<file path="src/logic/scc_map.svh">
// Register offsets, field positions, reset values and timing counts of the
// symbol counter control block.
// Assumes an 8-bit byte address space on a plain strobe port.
`ifndef SCC_MAP_SVH
`define SCC_MAP_SVH

// ----------------------------------------
// Register offsets
// ----------------------------------------
`define SCC_CTRL0_OFF 8'hdc
`define SCC_CTRL1_OFF 8'hdd
`define SCC_STATE_OFF 8'hde
`define SCC_MASK_OFF 8'hdf
`define SCC_FLAGS_OFF 8'he0
`define SCC_CNT_OFF 8'he1
`define SCC_FTS_OFF 8'he9
`define SCC_BTS_OFF 8'hf0
`define SCC_CMP1_OFF 8'hf4
`define SCC_CMP2_OFF 8'hf8
`define SCC_CMP3_OFF 8'hfc

// ----------------------------------------
// Field positions
// ----------------------------------------
`define SCC_C0_RESYNC 7
`define SCC_C0_MANUAL 6
`define SCC_C0_ON 5
`define SCC_C0_RTC 4
`define SCC_C0_AUTOTS 3
`define SCC_FL_BACKOFF 4
`define SCC_FL_WRAP 3

// ----------------------------------------
// Reset values
// ----------------------------------------
`define SCC_CTRL0_RST 8'h00
`define SCC_CTRL1_RST 5'h00
`define SCC_MASK_RST 5'h00
`define SCC_FLAGS_RST 5'h00
`define SCC_PAN_ANY 16'hffff

// ----------------------------------------
// Timing
// ----------------------------------------
`define SCC_XTAL_MHZ 16
`define SCC_SYMBOL_US 16
`define SCC_XTAL_EDGES (`SCC_XTAL_MHZ * `SCC_SYMBOL_US)
`define SCC_BACKOFF_SYMS 20

`endif

</file>
<file path="src/logic/scc_pkg.sv">
// Types shared by the symbol counter control block.
// Assumes the map header for all numeric constants.
package scc_pkg;

	// Counter clock source in use.
	typedef enum logic [0:0]
	{
		SCC_SRC_XTAL = 1'b0,
		SCC_SRC_RTC = 1'b1
	} scc_src_t;

	typedef logic [31:0] scc_word_t;

endpackage

</file>
<file path="src/logic/scc_ctrl.sv">
// Control, status and interrupt request logic of a 32-bit symbol counter.
// Assumes clock and oscillator inputs synchronous to mclk_i, one-cycle event
// pulses from the transceiver, and a strobe bus with read data one cycle late.
//
// Summary of operation
// - Resync write clears prescaler and backoff slot counter; the bit self-clears.
// - After resync a full symbol period and full backoff period begin.
// - Resync acts only while the crystal clock is the source in use, enabled or not.
// - Manual capture copies the count to beacon timestamp; bit self-clears.
// - Disabled: counter, backoff and compares stop; count writes are ignored.
// - Select bit one uses the RTC input, zero the crystal input.
// - Transceiver sleep forces the RTC source; wakeup restores the selection.
// - Auto timestamp bit gates frame and beacon capture; manual still works.
// - Relative units match count against beacon plus compare, else compare.
// - Backoff enable starts the slot counter; its request also needs a mask.
// - Backoff flag rises every 20 symbols while running.
// - Wrap flag sets when the count passes all ones to zero.
// - Compare units 1, 2, 3 set flag bits 0, 1, 2.
// - Busy sets on lowest count byte write until the counter is loaded.
// - Masked-in flags request interrupts, clear on service or write one.
// - Masked-out events still set flags but request nothing.
// - All mask bits are zero after reset.
// - Setting a mask over a set flag requests at once.
// - Reserved bits read zero; software writes them as reset value.
// - Mask bits 4 to 0: backoff, wrap, compare 3, 2, 1.
// - Auto mode loads beacon stamp on valid beacon with matching or any PAN.
`timescale 1ns/10ps
`include "scc_map.svh"

module scc_ctrl
	import scc_pkg::*;
(
	input wire logic mclk_i,
	input wire logic reset_n_i,
	input wire logic [7:0] addr_i,
	input wire logic [7:0] wdata_i,
	input wire logic wr_i,
	input wire logic rd_i,
	output logic [7:0] rdata_o,
	input wire logic crystal_input_i,
	input wire logic rtc_osc_input_i,
	input wire logic trx_sleep_i,
	input wire logic sfd_i,
	input wire logic beacon_valid_i,
	input wire logic [15:0] src_pan_i,
	input wire logic [7:0] pan_identifier_high_i,
	input wire logic [7:0] pan_identifier_low_i,
	input wire logic [4:0] irq_ack_i,
	output logic backoff_irq_o,
	output logic wrap_irq_o,
	output logic match3_irq_o,
	output logic match2_irq_o,
	output logic match1_irq_o
);

	// ----------------------------------------
	// Helpers
	// ----------------------------------------

	// Picks byte i out of a word.
	function automatic logic [7:0] get_byte(input scc_word_t v, input logic [1:0] i);
		get_byte = v[{i, 3'h0} +: 8];
	endfunction

	// Replaces byte i of a word.
	function automatic scc_word_t set_byte(input scc_word_t v, input logic [1:0] i,
		input logic [7:0] b);
		scc_word_t r;
		r = v;
		r[{i, 3'h0} +: 8] = b;
		set_byte = r;
	endfunction

	// Tells whether addr falls in the four bytes from base.
	function automatic logic in_grp(input logic [7:0] a, input logic [7:0] base);
		logic [7:0] d;
		d = a - base;
		in_grp = (d < 8'h04);
	endfunction

	// Compare target of one unit in absolute or relative mode.
	function automatic scc_word_t target(input logic rel, input scc_word_t bts,
		input scc_word_t cmp);
		target = rel ? bts + cmp : cmp;
	endfunction

	// ----------------------------------------
	// State
	// ----------------------------------------
	logic [5:0] ctrl0_reg;
	logic [4:0] ctrl1_reg;
	logic [4:0] mask_reg;
	logic [4:0] flags_reg;
	logic [4:0] flags_next;
	scc_word_t count_reg;
	scc_word_t count_next;
	scc_word_t stage_reg;
	scc_word_t frame_ts_reg;
	scc_word_t beacon_ts_reg;
	scc_word_t cmp1_reg;
	scc_word_t cmp2_reg;
	scc_word_t cmp3_reg;
	logic busy_reg;
	logic [7:0] presc_reg;
	logic [4:0] backoff_reg;
	logic xtal_prev_reg;
	logic rtc_prev_reg;
	logic [7:0] rdata_reg;
	scc_src_t src;
	logic counter_on;
	logic auto_ts;
	logic xtal_edge;
	logic rtc_edge;
	logic sym_tick;
	logic resync;
	logic backoff_evt;
	logic wrap_evt;
	logic [2:0] match_evt;
	logic [1:0] byte_idx;
	logic [15:0] pan_id;
	logic pan_ok;

	assign counter_on = ctrl0_reg[`SCC_C0_ON];
	assign auto_ts = ctrl0_reg[`SCC_C0_AUTOTS];
	assign pan_id = {pan_identifier_high_i, pan_identifier_low_i};
	assign byte_idx = addr_i[1:0] - 2'(`SCC_CNT_OFF);

	// ----------------------------------------
	// Clock source and symbol tick
	// ----------------------------------------

	// Sleep overrides the selected source without touching the select bit.
	always_comb
	begin
		if (trx_sleep_i || ctrl0_reg[`SCC_C0_RTC])
		begin
			src = SCC_SRC_RTC;
		end
		else
		begin
			src = SCC_SRC_XTAL;
		end
	end

	// Previous oscillator levels for rising edge detection.
	always_ff @(posedge mclk_i)
	begin
		if (!reset_n_i)
		begin
			xtal_prev_reg <= 1'b0;
			rtc_prev_reg <= 1'b0;
		end
		else
		begin
			xtal_prev_reg <= crystal_input_i;
			rtc_prev_reg <= rtc_osc_input_i;
		end
	end

	assign xtal_edge = crystal_input_i && !xtal_prev_reg;
	assign rtc_edge = rtc_osc_input_i && !rtc_prev_reg;

	// Resync only exists on the crystal path; on RTC the phase is not kept.
	assign resync = wr_i && (addr_i == `SCC_CTRL0_OFF) && wdata_i[`SCC_C0_RESYNC]
		&& (src == SCC_SRC_XTAL);

	// Crystal edges divide down to one symbol; each RTC edge is one symbol.
	always_ff @(posedge mclk_i)
	begin
		if (!reset_n_i)
		begin
			presc_reg <= 8'h00;
		end
		else if (resync)
		begin
			presc_reg <= 8'h00;
		end
		else if (counter_on && src == SCC_SRC_XTAL && xtal_edge)
		begin
			presc_reg <= presc_reg + 8'h01;
		end
	end

	// One-cycle tick per symbol of the source in use, only while enabled.
	always_comb
	begin
		if (!counter_on)
		begin
			sym_tick = 1'b0;
		end
		else if (src == SCC_SRC_RTC)
		begin
			sym_tick = rtc_edge;
		end
		else
		begin
			sym_tick = xtal_edge && !resync
				&& (presc_reg == 8'(`SCC_XTAL_EDGES - 1));
		end
	end

	// ----------------------------------------
	// Backoff slot counter
	// ----------------------------------------

	// Counts symbols in slots of twenty and flags each slot end.
	always_ff @(posedge mclk_i)
	begin
		if (!reset_n_i)
		begin
			backoff_reg <= 5'h00;
		end
		else if (resync || !ctrl1_reg[0])
		begin
			backoff_reg <= 5'h00;
		end
		else if (sym_tick)
		begin
			if (backoff_reg == 5'(`SCC_BACKOFF_SYMS - 1))
			begin
				backoff_reg <= 5'h00;
			end
			else
			begin
				backoff_reg <= backoff_reg + 5'h01;
			end
		end
	end

	assign backoff_evt = sym_tick && ctrl1_reg[0] && !resync
		&& (backoff_reg == 5'(`SCC_BACKOFF_SYMS - 1));

	// ----------------------------------------
	// Symbol counter and write staging
	// ----------------------------------------

	// A pending load replaces the increment at the next symbol tick.
	always_comb
	begin
		if (busy_reg)
		begin
			count_next = stage_reg;
		end
		else
		begin
			count_next = count_reg + 32'h00000001;
		end
	end

	// The counter moves only on symbol ticks.
	always_ff @(posedge mclk_i)
	begin
		if (!reset_n_i)
		begin
			count_reg <= 32'h00000000;
		end
		else if (sym_tick)
		begin
			count_reg <= count_next;
		end
	end

	// Upper bytes stage; the lowest byte write commits the staged word.
	always_ff @(posedge mclk_i)
	begin
		if (!reset_n_i)
		begin
			stage_reg <= 32'h00000000;
		end
		else if (wr_i && counter_on && in_grp(addr_i, `SCC_CNT_OFF))
		begin
			stage_reg <= set_byte(stage_reg, byte_idx, wdata_i);
		end
	end

	// Busy spans from the lowest byte write to the load.
	always_ff @(posedge mclk_i)
	begin
		if (!reset_n_i)
		begin
			busy_reg <= 1'b0;
		end
		else if (wr_i && counter_on && addr_i == `SCC_CNT_OFF)
		begin
			busy_reg <= 1'b1;
		end
		else if (sym_tick)
		begin
			busy_reg <= 1'b0;
		end
	end

	// ----------------------------------------
	// Timestamps
	// ----------------------------------------

	assign pan_ok = (src_pan_i == pan_id) || (pan_id == `SCC_PAN_ANY);

	// Frame stamp follows the frame start when automatic stamping is on.
	always_ff @(posedge mclk_i)
	begin
		if (!reset_n_i)
		begin
			frame_ts_reg <= 32'h00000000;
		end
		else if (sfd_i && auto_ts)
		begin
			frame_ts_reg <= count_reg;
		end
	end

	// Manual capture takes priority over a beacon in the same cycle.
	always_ff @(posedge mclk_i)
	begin
		if (!reset_n_i)
		begin
			beacon_ts_reg <= 32'h00000000;
		end
		else if (wr_i && addr_i == `SCC_CTRL0_OFF && wdata_i[`SCC_C0_MANUAL])
		begin
			beacon_ts_reg <= count_reg;
		end
		else if (auto_ts && beacon_valid_i && pan_ok)
		begin
			beacon_ts_reg <= frame_ts_reg;
		end
	end

	// ----------------------------------------
	// Events
	// ----------------------------------------

	// Compares look at the value the counter is about to take.
	assign match_evt[0] = sym_tick
		&& count_next == target(ctrl0_reg[0], beacon_ts_reg, cmp1_reg);
	assign match_evt[1] = sym_tick
		&& count_next == target(ctrl0_reg[1], beacon_ts_reg, cmp2_reg);
	assign match_evt[2] = sym_tick
		&& count_next == target(ctrl0_reg[2], beacon_ts_reg, cmp3_reg);
	assign wrap_evt = sym_tick && !busy_reg && (count_reg == 32'hffffffff);

	// ----------------------------------------
	// Status flags and requests
	// ----------------------------------------

	// Events set flags regardless of mask; a set beats a clear.
	always_comb
	begin
		flags_next = flags_reg & ~irq_ack_i;
		if (wr_i && addr_i == `SCC_FLAGS_OFF)
		begin
			flags_next = flags_next & ~wdata_i[4:0];
		end
		flags_next = flags_next | {backoff_evt, wrap_evt, match_evt};
	end

	// Flag register.
	always_ff @(posedge mclk_i)
	begin
		if (!reset_n_i)
		begin
			flags_reg <= `SCC_FLAGS_RST;
		end
		else
		begin
			flags_reg <= flags_next;
		end
	end

	// Requests follow flags and masks at once, so a late mask fires now.
	assign backoff_irq_o = flags_reg[`SCC_FL_BACKOFF] && mask_reg[4];
	assign wrap_irq_o = flags_reg[`SCC_FL_WRAP] && mask_reg[3];
	assign match3_irq_o = flags_reg[2] && mask_reg[2];
	assign match2_irq_o = flags_reg[1] && mask_reg[1];
	assign match1_irq_o = flags_reg[0] && mask_reg[0];

	// ----------------------------------------
	// Control and compare registers
	// ----------------------------------------

	// Resync and manual capture are strobes and are never stored.
	always_ff @(posedge mclk_i)
	begin
		if (!reset_n_i)
		begin
			ctrl0_reg <= 6'(`SCC_CTRL0_RST);
			ctrl1_reg <= `SCC_CTRL1_RST;
			mask_reg <= `SCC_MASK_RST;
		end
		else if (wr_i)
		begin
			if (addr_i == `SCC_CTRL0_OFF)
			begin
				ctrl0_reg <= wdata_i[5:0];
			end
			if (addr_i == `SCC_CTRL1_OFF)
			begin
				ctrl1_reg <= wdata_i[4:0];
			end
			if (addr_i == `SCC_MASK_OFF)
			begin
				mask_reg <= wdata_i[4:0];
			end
		end
	end

	// Compare values are plain byte-wide read/write storage.
	always_ff @(posedge mclk_i)
	begin
		if (!reset_n_i)
		begin
			cmp1_reg <= 32'h00000000;
			cmp2_reg <= 32'h00000000;
			cmp3_reg <= 32'h00000000;
		end
		else if (wr_i)
		begin
			if (in_grp(addr_i, `SCC_CMP1_OFF))
			begin
				cmp1_reg <= set_byte(cmp1_reg, addr_i[1:0], wdata_i);
			end
			if (in_grp(addr_i, `SCC_CMP2_OFF))
			begin
				cmp2_reg <= set_byte(cmp2_reg, addr_i[1:0], wdata_i);
			end
			if (in_grp(addr_i, `SCC_CMP3_OFF))
			begin
				cmp3_reg <= set_byte(cmp3_reg, addr_i[1:0], wdata_i);
			end
		end
	end

	// ----------------------------------------
	// Read port
	// ----------------------------------------

	// Read data is registered; unmapped and reserved bits read zero.
	always_ff @(posedge mclk_i)
	begin
		if (!reset_n_i)
		begin
			rdata_reg <= 8'h00;
		end
		else if (rd_i)
		begin
			if (addr_i == `SCC_CTRL0_OFF)
			begin
				rdata_reg <= {2'h0, ctrl0_reg};
			end
			else if (addr_i == `SCC_CTRL1_OFF)
			begin
				rdata_reg <= {3'h0, ctrl1_reg};
			end
			else if (addr_i == `SCC_STATE_OFF)
			begin
				rdata_reg <= {7'h00, busy_reg};
			end
			else if (addr_i == `SCC_MASK_OFF)
			begin
				rdata_reg <= {3'h0, mask_reg};
			end
			else if (addr_i == `SCC_FLAGS_OFF)
			begin
				rdata_reg <= {3'h0, flags_reg};
			end
			else if (in_grp(addr_i, `SCC_CNT_OFF))
			begin
				rdata_reg <= get_byte(count_reg, byte_idx);
			end
			else if (in_grp(addr_i, `SCC_FTS_OFF))
			begin
				rdata_reg <= get_byte(frame_ts_reg, addr_i[1:0] - 2'h1);
			end
			else if (in_grp(addr_i, `SCC_BTS_OFF))
			begin
				rdata_reg <= get_byte(beacon_ts_reg, addr_i[1:0]);
			end
			else if (in_grp(addr_i, `SCC_CMP1_OFF))
			begin
				rdata_reg <= get_byte(cmp1_reg, addr_i[1:0]);
			end
			else if (in_grp(addr_i, `SCC_CMP2_OFF))
			begin
				rdata_reg <= get_byte(cmp2_reg, addr_i[1:0]);
			end
			else if (in_grp(addr_i, `SCC_CMP3_OFF))
			begin
				rdata_reg <= get_byte(cmp3_reg, addr_i[1:0]);
			end
			else
			begin
				rdata_reg <= 8'h00;
			end
		end
		else
		begin
			rdata_reg <= 8'h00;
		end
	end

	assign rdata_o = rdata_reg;

endmodule // scc_ctrl

</file>
<file path="config.mk">
export PLATFORM = sky130hd
export DESIGN_NAME = scc_ctrl
export DESIGN_NICKNAME = d
export VERILOG_FILES = /design/src/logic/scc_pkg.sv /design/src/logic/scc_ctrl.sv
export VERILOG_INCLUDE_DIRS = /design/src /design/src/logic
export SDC_FILE = /design/constraint.sdc
export NUM_CORES = 1
export LEC_CHECK = 0
export BUFFER_PORTS_ARGS = -buffer_cell sky130_fd_sc_hd__buf_2
export CORE_MARGIN = 10
export CORE_UTILIZATION = 45
export DETAILED_ROUTE_END_ITERATION = 10
export GPL_TIMING_DRIVEN = 0
export PLACE_DENSITY_LB_ADDON = 0.15
export SLEW_MARGIN = 10
export SYNTH_ARGS = -nofsm -noshare
export SYNTH_HDL_FRONTEND = slang
export SYNTH_SLANG_ARGS = --single-unit
</file>
<file path="constraint.sdc">
create_clock -name mclk_i -period 6.8 [get_ports mclk_i]
set_input_delay 0.68 -clock mclk_i [delete_from_list [all_inputs] [get_ports mclk_i]]
set_output_delay 0.68 -clock mclk_i [all_outputs]
set_load 0.1 [all_outputs]
</file>
* After elaboration in Yosys (flattened, before gate mapping) *
Cells that the tools add are included.
W data, S select, Z words.

storage, ports and cells
  register bits = 269
  latch bits = 0
  memory bits (writable) = 0
  ROM bits = 0
  bits of input ports = 62
  output and inout port bits = 13
  logic and storage cells = 149
  memories = 0

operators by class
  $add $sub $neg = 15
  multipliers = 0
  div/mod/pow operators = 0
  order comparisons = 6
  eq/ne operators = 14
  shifts and indexed selects = 10
  multiplexer cells = 28
  bitwise gates (word level) = 8
  reduce and logical (&&, ||, !) cells = 50

operators with widths
  cell                      count
  $mux W32                  6
  $shiftx A32 B6 Y8         6
  $bwmux W32                4
  $add A32 B32 Y32          3
  $eq A32 B32 Y1            3
  $shift A8 B7 Y32 const A  2
  $shiftx A8 B7 Y32         2
  $eq A8 B8 Y1 const B      7
  $lt A8 B3 Y1 const B      6
  $mux W8                   6
  $sub A8 B8 Y8 const B     6
  $add A32 B1 Y32 const B   1
  $eq A32 B32 Y1 const B    1
  $logic_and A1 B1 Y1       30
  $mux W6                   5
  $eq A16 B16 Y1            1
  $eq A16 B16 Y1 const B    1
  $neg A5 Y7                2
  $reduce_and A2 Y1         7
  $and A5 B5 Y5             2
  $mux W5                   2
  $not A5 Y5                2
  $add A8 B1 Y8 const B     1
  $reduce_or A7 Y1          1
  other kinds (10)          24

* Depth between registers and ports, before layout *
Gate-level depths: netlist (run 1).

  word-level depth = 13
  mapped depth = 19
  gate-level depth less buffers = 14

* Worst setup path after synthesis (run 1) *
Ideal clock, no wire load.

  kind = input -> register
  start = in addr_i[0]
  end = reg flags_reg[0]
  library setup time = 118 ps
  arrival = 4875 ps
  required time = 6682 ps
  setup slack = 1807 ps
  stages = 19
  buffers on the path = 6
  path through = clkbuf_1 clkbuf_1 clkbuf_1 clkbuf_1 inv_1 ha_1 clkbuf_1 nand2_1 nor4_1 nand3_1 and3_1 clkbuf_1 and4b_1 nand4_1 nor4_1 o2111ai_1 nor4_1 a41oi_1 nor2_1

on the way
  longest elaborated chain between the ends = 11
  elaborated cells on any way between the ends = 14
  those cells by class = 2 x eq/ne; 3 x mux; 1 x bitwise; 8 x reduce/logical

ends and longest elaborated chain
  what                               RTL line         text
  start: declaration                 scc_ctrl.sv:35   input wire logic [7:0] addr_i,
  $eq A8 B8 Y1 (no line)             --
  $logic_and A1 B1 Y1 (3 in series)  scc_ctrl.sv:164  assign resync = wr_i && (addr_i == `SCC_CTRL0_OFF) && wdata_i[`SCC_C0_RESYNC]
  $logic_not A1 Y1                   scc_ctrl.sv:197  sym_tick = xtal_edge && !resync
  $logic_and A1 B1 Y1 (2 in series)  scc_ctrl.sv:197
  $mux W1                            scc_ctrl.sv:191  else if (src == SCC_SRC_RTC)
  $mux W1                            scc_ctrl.sv:187  if (!counter_on)
  $logic_and A1 B1 Y1                scc_ctrl.sv:335  && count_next == target(ctrl0_reg[0], beacon_ts_reg, cmp1_reg);
  $or A5 B5 Y5 (*)                   scc_ctrl.sv:354  flags_next = flags_next | {backoff_evt, wrap_evt, match_evt};
  end signal: assignment             scc_ctrl.sv:362  flags_reg <= `SCC_FLAGS_RST;
  end signal: assignment             scc_ctrl.sv:366  flags_reg <= flags_next;
  end: declaration                   scc_ctrl.sv:93   logic [4:0] flags_reg;

Mark *: on every way between the ends. The rest lies on a longest branch, timed or not.
A chain may end at the register's enable or synchronous reset.

* Worst setup path in the final report (run 1) *
  start = in addr_i[0]
  end = reg flags_reg[1]

on the way
  longest elaborated chain between the ends = 11
  elaborated cells on any way between the ends = 14
  those cells by class = 2 x eq/ne; 3 x mux; 1 x bitwise; 8 x reduce/logical

ends and longest elaborated chain
  what                               RTL line         text
  $eq A8 B8 Y1 (no line)             --
  $logic_and A1 B1 Y1 (3 in series)  scc_ctrl.sv:164
  $logic_not A1 Y1                   scc_ctrl.sv:197
  $logic_and A1 B1 Y1 (2 in series)  scc_ctrl.sv:197
  $mux W1                            scc_ctrl.sv:191
  $mux W1                            scc_ctrl.sv:187
  $logic_and A1 B1 Y1                scc_ctrl.sv:337  && count_next == target(ctrl0_reg[1], beacon_ts_reg, cmp2_reg);
  $or A5 B5 Y5 (*)                   scc_ctrl.sv:354

Marks and branches as above.

==> results of run 1 <==
==> cells in the final DEF (no fill, tap or decap), drive strengths merged, types with 63 or more instances in the layout <==
master / instances
nor2: 188
nand2: 328
a21oi: 209
nor3: 116
clkbuf: 219
buf: 107
nand3: 145
xor2: 80
ha: 107
o21ai: 89
xnor2: 148
dfxtp: 269
nor2b: 158
a21boi: 63
==> power by group <==
group	leakage (nW)	switching [W]	total (W)	internal [W]
logic	6.58	0.000166	0.000241	0.0000741
clock network	0.562	0.000738	0.00191	0.00117
registers	2.17	0.00000234	0.00158	0.00158
==> worst paths after layout <==
path         slack [ps]                        end  cells past startpoint                       from
max                 350    flags_reg[1]$_SDFF_PN0_                     18                  addr_i[0]
min                 280    rtc_prev_reg$_SDFF_PN0_                      2            rtc_osc_input_i
max reg2reg        1430    flags_reg[1]$_SDFF_PN0_                     13      busy_reg$_SDFFE_PN0P_
min reg2reg         470  ctrl1_reg[4]$_SDFFE_PN0P_                      2  ctrl1_reg[4]$_SDFFE_PN0P_
==> routing by layer <==
| metal | wire [um] | vias up | GRT usage (%) |
|---|---|---|---|
| li1 | - | 10700 | - |
| met1 | 43500 | 11500 | 45.1 |
| met2 | 46400 | 1508 | 53.0 |
| met3 | 11600 | 361 | 8.28 |
| met4 | 9680 | 0 | 27.5 |
| met5 | 0 | - | 0 |
==> per-stage QoR <==
step | util, % | worst slack [ps] | area, um2 | setup TNS (ps) | hold WS (ps)
floorplan | - | 1810 | 22300 | 0 | 440
global placement | 47.9 | -2030 | 23500 | -171390 | 452
detailed placement | 48.3 | -1130 | 23700 | -14230 | 461
CTS | 50.7 | 151 | 24800 | 0 | 267
global route | 50.7 | 154 | 24900 | 0 | 283
finish | 50.7 | 353 | 24900 | 0 | 283
==> what timing repair did <==
item	CTS	global route
gates resized for setup	0	2
endpoints found under the setup margin	3	1
endpoints found under the hold margin	0	0
==> cell families (layout without fill, tap and decap cells) <==
logic type | count (synthesis) | in the layout
buf+inv | 259 | 389
other cells | 0 | 5
simple gates | 1206 | 1206
mux | 113 | 113
fa+ha+maj | 110 | 110
flops | 269 | 269
xor+xnor | 229 | 229
compound gates | 703 | 703
==> final cells by class <==
cell class | count | area [um2]
Buffer | 203 | 793
Clock buffer | 46 | 932
Tap cell | 664 | 831
Fill cell | 4923 | 24200
Inverter | 54 | 203
Timing Repair Buffer | 77 | 433
Sequential cell | 269 | 5390
Clock inverter | 9 | 210
Antenna cell | 5 | 12.5
Multi-Input combinational cell | 2361 | 16100
==> results.txt, run 1 <==
----------------------------------------------------
[Worst setup path]
  Critical-path cell list ... buf_2, clkbuf_1, clkbuf_4, clkbuf_1, inv_1, ha_1, clkbuf_1, nand2_1, nor4_2, nand3_1, and3_1, nand3_1, nor4_1, nand4_1, nor4_1, o2111ai_1, nor4_1, a31o_1
  Biggest cell delay along the critical path ... 830 ps
  Worst endpoint data arrival time ... 6990 ps
  Startpoint kind of the worst setup timing path ... input pin
  Combined buffer and inverter count along the critical path ... 6
  Top cell family by delay on the critical path ... simple AND/OR/NAND/NOR gates
  Crit path max fanout ... 19
  Sort of element at the end of the critical path ... flop
  Worst setup path category ... in2reg
  Critical Path Slowest Stage Cell ... and3_1
  Required time of the critical path ... 7340 ps

[Synthesis]
  Cell variety after synth ... 88
  Number of enable-type register cells in the synthesized netlist ... 0
  Number of instances in the synthesized netlist ... 2889
  Flip-flop and latch count after synthesis ... 269
  Share of synthesized area occupied by flip-flops and latches ... 24.1%
  Per-instance average area after synthesis ... 7.73 um2
  Most frequent cells after synthesis ... nand2_1 (328), dfxtp_1 (269), a21oi_1 (209)
  Fraction of the mapped netlist area in adder cells ... 6.26%
  Area contributors post-synth ... dfxtp_1 (24%), ha_1 (6.0%), xnor2_1 (5.8%)
  Simple logic cell fraction of the synthesized area ... 27.0%
  Most frequently used cell type in the post-synthesis netlist ... nand2_1
  Area fraction in compound gates after synthesis ... 21.3%
  Yosys warning total ... 0
  Synthesized cell area ... 22300 um2
  Synthesized netlist net count ... 3061
  Mux contribution to synthesized area ... 7.79%
  Xor/xnor cell area share of the yosys netlist ... 9.04%
  Most used flip-flop cell after synthesis ... dfxtp_1
  Cell taking the most area after synthesis ... dfxtp_1
  Combinational family with the most area after synthesis ... simple AND/OR/NAND/NOR gates
  Asr flop ratio synth ... 0%
  Share of the synthesized area in the top cell type ... 24.1%

[Detailed routing]
  Vias per cell ... 6.53
  Remaining number of nets flagged by the antenna check after routing ... 0
  Number of search-and-repair iterations in the first detailed-routing pass ... 6
  Wirelength, routed ... 111000 um
  Detailed-route via count ... 24100
  Initial drt markers ... 2905
  Average routed wire per standard cell ... 30.2 um
  DRC Markers ... 0

[STA]
  Period utilisation layout ... 94.8%
  Final setup vio count ... 0
  Final number of max-transition violations ... 0
  Fmax ... 155 MHz
  Final critical path time including I/O delays and setup ... 6450 ps
  Worst-case clock skew ... 25.0 ps
  Worst slew slack as a fraction of its limit ... 8.72%
  Setup repair after global routing missed its margin ... false
  Endpoints failing hold ... 0
  Slew at the pin closest to its max-slew limit ... 1370 ps

[Layout]
  Non-filler instance count after layout ... 3688
  Post-layout nets ... 3169
  Area added between synthesis and finish ... 11.3%
  Fraction of final layout cells with drive strength greater than 1 ... 7.85%

[Floorplanning]
  Boundary pin count ... 75
  Horizontal die dimension ... 243 um
  Area of the placeable core ... 49100 um2
  Effective utilization at floorplan ... 45.5%
  Row count ... 81
  Die Footprint ... 59000 um2
  Die H ... 243 um

[CTS]
  Clock tree from TritonCTS ... done
  Num Clock Sinks ... 269
  Post-CTS setup buffers ... 0
  H-tree level count ... 1
  Maximum number of buffers from clock root to sink ... 3
  Clock root buffer ... clkbuf_16
  Number of buffers added by the clock tree synthesis step ... 31
  Clock latency at the later pin of the worst-skew pair ... 620 ps
  Clock-pin slew of the registers on the worst-case setup and hold paths ... 60 ps
  Post-cts hold buffer count ... 0

[Global route]
  Pin count of the biggest net entering global routing ... 20
  Aggregate global routing overflow ... 0
  Vias in the first global route ... 21900
  GRT Overall Usage ... 36.0%
  Initial antenna violation count ... 10
  Global-route wire length before repair ... 157000 um

[Run status]
  Outcome ... finished clean

[Pwr]
  Overall power ... 0.00373 W
  Cell area power density ... 150 nW/um2
  Leakage ... 9.31 nW
  VDD IR-drop max ... 0.000225 V

[Placed design]
  Final weighted congestion in routability-driven placement ... 1.07
  Count of input and output buffers ... 67
  Post-detailed-placement half-perimeter wirelength ... 85500 um
  Placed instance count ... 3630

[Worst hold path]
  Path type of the worst min-delay path ... in2reg

[Flow run]
  Max cap viols ... 0

----------------------------------------------------
Note: power is estimated with default switching activity, not from simulation.
==> inputs of run 2 (changes only) <==
Settings changed: CORE_UTILIZATION 45 to 35.
==> results.txt, run 2 (same netlist as run 1, synthesis figures left out) <==
----------------------------------------------------
[Global route]
  Vias in the first global route ... 22400 (was 21900)
  Aggregate global routing overflow ... 0 (unchanged)
  GRT Overall Usage ... 30.6% (was 36.0%)
  Pin count of the biggest net entering global routing ... 20 (unchanged)
  Global-route wire length before repair ... 164000 um (was 157000 um)
  Initial antenna violation count ... 8 (was 10)

[CTS]
  Clock root buffer ... clkbuf_16 (unchanged)
  Number of buffers added by the clock tree synthesis step ... 35 (was 31)
  Num Clock Sinks ... 269 (unchanged)
  Clock tree from TritonCTS ... done (unchanged)
  Clock latency at the later pin of the worst-skew pair ... 580 ps (was 620 ps)
  H-tree level count ... 2 (was 1)
  Post-CTS setup buffers ... 0 (unchanged)
  Clock-pin slew of the registers on the worst-case setup and hold paths ... 60 ps (about the same)
  Maximum number of buffers from clock root to sink ... 3 (unchanged)

[Worst setup path]
  Terminus of the critical flop-to-flop path ... flags_reg[1]$_SDFF_PN0_ (unchanged)
  Crit path max fanout ... 10 (was 19)
  Stages on the worst setup path ... 21 (was 18)
  Worst endpoint data arrival time ... 7360 ps (was 6990 ps)
  Sort of element at the end of the critical path ... flop (unchanged)
  Reg2reg setup slack ... 1610 ps (was 1430 ps)
  Worst setup path category ... in2reg (unchanged)
  Startpoint kind of the worst setup timing path ... input pin (unchanged)
  Start of the worst register-to-register path ... count_reg[3]$_SDFFE_PN0P_ (was busy_reg$_SDFFE_PN0P_)
  Top cell family by delay on the critical path ... buffers and inverters (was simple AND/OR/NAND/NOR gates)
  Biggest cell delay along the critical path ... 810 ps (was 830 ps)
  Critical Path Slowest Stage Cell ... clkbuf_1 (was and3_1)
  Most prevalent standard cell on the critical path ... clkbuf_1
  Critical-path cell list ... buf_2, clkbuf_1, clkbuf_1, buf_1, inv_1, ha_1, clkbuf_1, nand2_1, nor4_2, buf_4, buf_6, nand3_1, and3_1, clkbuf_1, nand3_1, nor4_1, nand4_1, nor4_1, o2111ai_1, nor4_1, a31o_1 (was buf_2, clkbuf_1, clkbuf_4, clkbuf_1, inv_1, ha_1, clkbuf_1, nand2_1, nor4_2, nand3_1, and3_1, nand3_1, nor4_1, nand4_1, nor4_1, o2111ai_1, nor4_1, a31o_1)
  Number of cell instances on the worst register-to-register path ... 14 (was 13)
  Combined buffer and inverter count along the critical path ... 9 (was 6)
  Required time of the critical path ... 7300 ps (was 7340 ps)

[Placed design]
  Post-detailed-placement half-perimeter wirelength ... 90200 um (was 85500 um)
  Pre-CTS setup slack ... -1610 ps (was -1130 ps)
  Final weighted congestion in routability-driven placement ... 0.998 (was 1.07)
  Placed instance count ... 3820 (was 3630)
  Total cell area at the placement stage ... 24100 um2 (was 23700 um2)
  Count of input and output buffers ... 67 (unchanged)

[Detailed routing]
  Detailed-route via count ... 23900 (was 24100)
  Wirelength, routed ... 118000 um (was 111000 um)
  Remaining number of nets flagged by the antenna check after routing ... 0 (unchanged)
  DRC Markers ... 0 (unchanged)
  Vias per cell ... 6.16 (was 6.53)
  Average routed wire per standard cell ... 30.5 um (was 30.2 um)
  Initial drt markers ... 3068 (was 2905)
  Number of search-and-repair iterations in the first detailed-routing pass ... 6 (unchanged)

[Worst hold path]
  Instance count along the most critical hold path ... 2 (unchanged)
  Capture endpoint of the worst hold path ... xtal_prev_reg$_SDFF_PN0_ (was rtc_prev_reg$_SDFF_PN0_)
  Hold path start ... crystal_input_i (was rtc_osc_input_i)
  Path type of the worst min-delay path ... in2reg (unchanged)

[STA]
  Final number of max-transition violations ... 0 (unchanged)
  Fmax ... 146 MHz (was 155 MHz)
  Worst slew slack as a fraction of its limit ... 8.42% (was 8.72%)
  Final setup vio count ... 1 (was 0)
  Slew at the pin closest to its max-slew limit ... 1370 ps (about the same)
  Final critical path time including I/O delays and setup ... 6850 ps (was 6450 ps)
  Final hold slack ... 323 ps (was 283 ps)
  Setup repair after global routing missed its margin ... false (unchanged)
  Period utilisation layout ... 101% (was 94.8%)
  Setup WS post-layout ... -54.6 ps (was 353 ps)
  Worst-case clock skew ... 43.3 ps (was 25.0 ps)
  Endpoints failing hold ... 0 (unchanged)

[Floorplanning]
  Boundary pin count ... 75 (unchanged)
  Area of the placeable core ... 63100 um2 (was 49100 um2)
  Horizontal die dimension ... 273 um (was 243 um)
  Effective utilization at floorplan ... 35.4% (was 45.5%)
  Die H ... 273 um (was 243 um)
  Die Footprint ... 74300 um2 (was 59000 um2)
  Row count ... 92 (was 81)

[Layout]
  Leading cell types in the layout, fill and taps excluded ... nand2_1 (328), dfxtp_1 (269), a21oi_1 (209) (unchanged)
  Non-filler instance count after layout ... 3882 (was 3688)
  Cell area after layout ... 25300 um2 (was 24900 um2)
  Final standard cell utilization of the core ... 40.1% (was 50.7%)
  Leading cell type in the layout, fill and taps excluded ... nand2_1 (unchanged)
  Total of fill cells in the finished design ... 6620 (was 4923)
  Area added between synthesis and finish ... 13.2% (was 11.3%)
  Post-layout nets ... 3181 (was 3169)
  Fraction of final layout cells with drive strength greater than 1 ... 8.53% (was 7.85%)

[Flow run]
  Max cap viols ... 0 (unchanged)

[Pwr]
  Cell area power density ... 154 nW/um2 (was 150 nW/um2)
  Leakage ... 9.40 nW (was 9.31 nW)
  VDD IR-drop max ... 0.000161 V (was 0.000225 V)

[Run status]
  Violated checks ... negative setup slack
  Outcome ... complete, but fails checks (was finished clean)

----------------------------------------------------
==> run 2: final cells by class <==
type	instances	area, um2	area share (%)
multi-input combinational	2361	16100	63.6
sequential	269	5390	21.3
inverter	54	203	0.802
antenna	1	2.50	0.00990
clock buffer	43	946	3.74
buffer	203	795	3.14
clock inverter	20	277	1.09
timing repair buffer	85	534	2.11
tap	846	1060	4.19
==> run 2: layer usage <==
layer | wire (um) | vias to the layer above | track usage [%]
li1 | - | 10700 | -
met2 | 51400 | 1237 | 47.5
met3 | 10200 | 290 | 5.61
met5 | 51 | - | 0
met1 | 49500 | 11700 | 39.8
met4 | 6990 | 8 | 16.0
==> run 2: where the power goes <==
group          internal (W)  switching, W
logic             0.0000742      0.000181
registers           0.00158    0.00000217
clock network       0.00123      0.000826
total               0.00288       0.00101
==> run 2: metrics by stage <==
step	TNS, ps	total power [W]
global route	0	0.00396
floorplan	0	0.00175
finish	-54.6	0.00389
detailed placement	-62050	0.00186
CTS	0	0.00389
global placement	-183170	0.00186
==> run 2: worst max-delay path by stage <==
stage               startpoint                        end  slack, ps
global placement     addr_i[0]  count_reg[1]$_SDFFE_PN0P_      -2170
floorplan            addr_i[0]    flags_reg[0]$_SDFF_PN0_       1810
CTS                  addr_i[0]    flags_reg[1]$_SDFF_PN0_        120
global route         addr_i[1]    flags_reg[1]$_SDFF_PN0_         40
detailed placement   addr_i[0]    flags_reg[1]$_SDFF_PN0_      -1610
finish               addr_i[1]    flags_reg[1]$_SDFF_PN0_        -50
==> run 2: timing repair <==
item / CTS / global route
resized for setup: 2 / 0
setup endpoints to repair: 23 / 2
hold buffers: 0 / 0
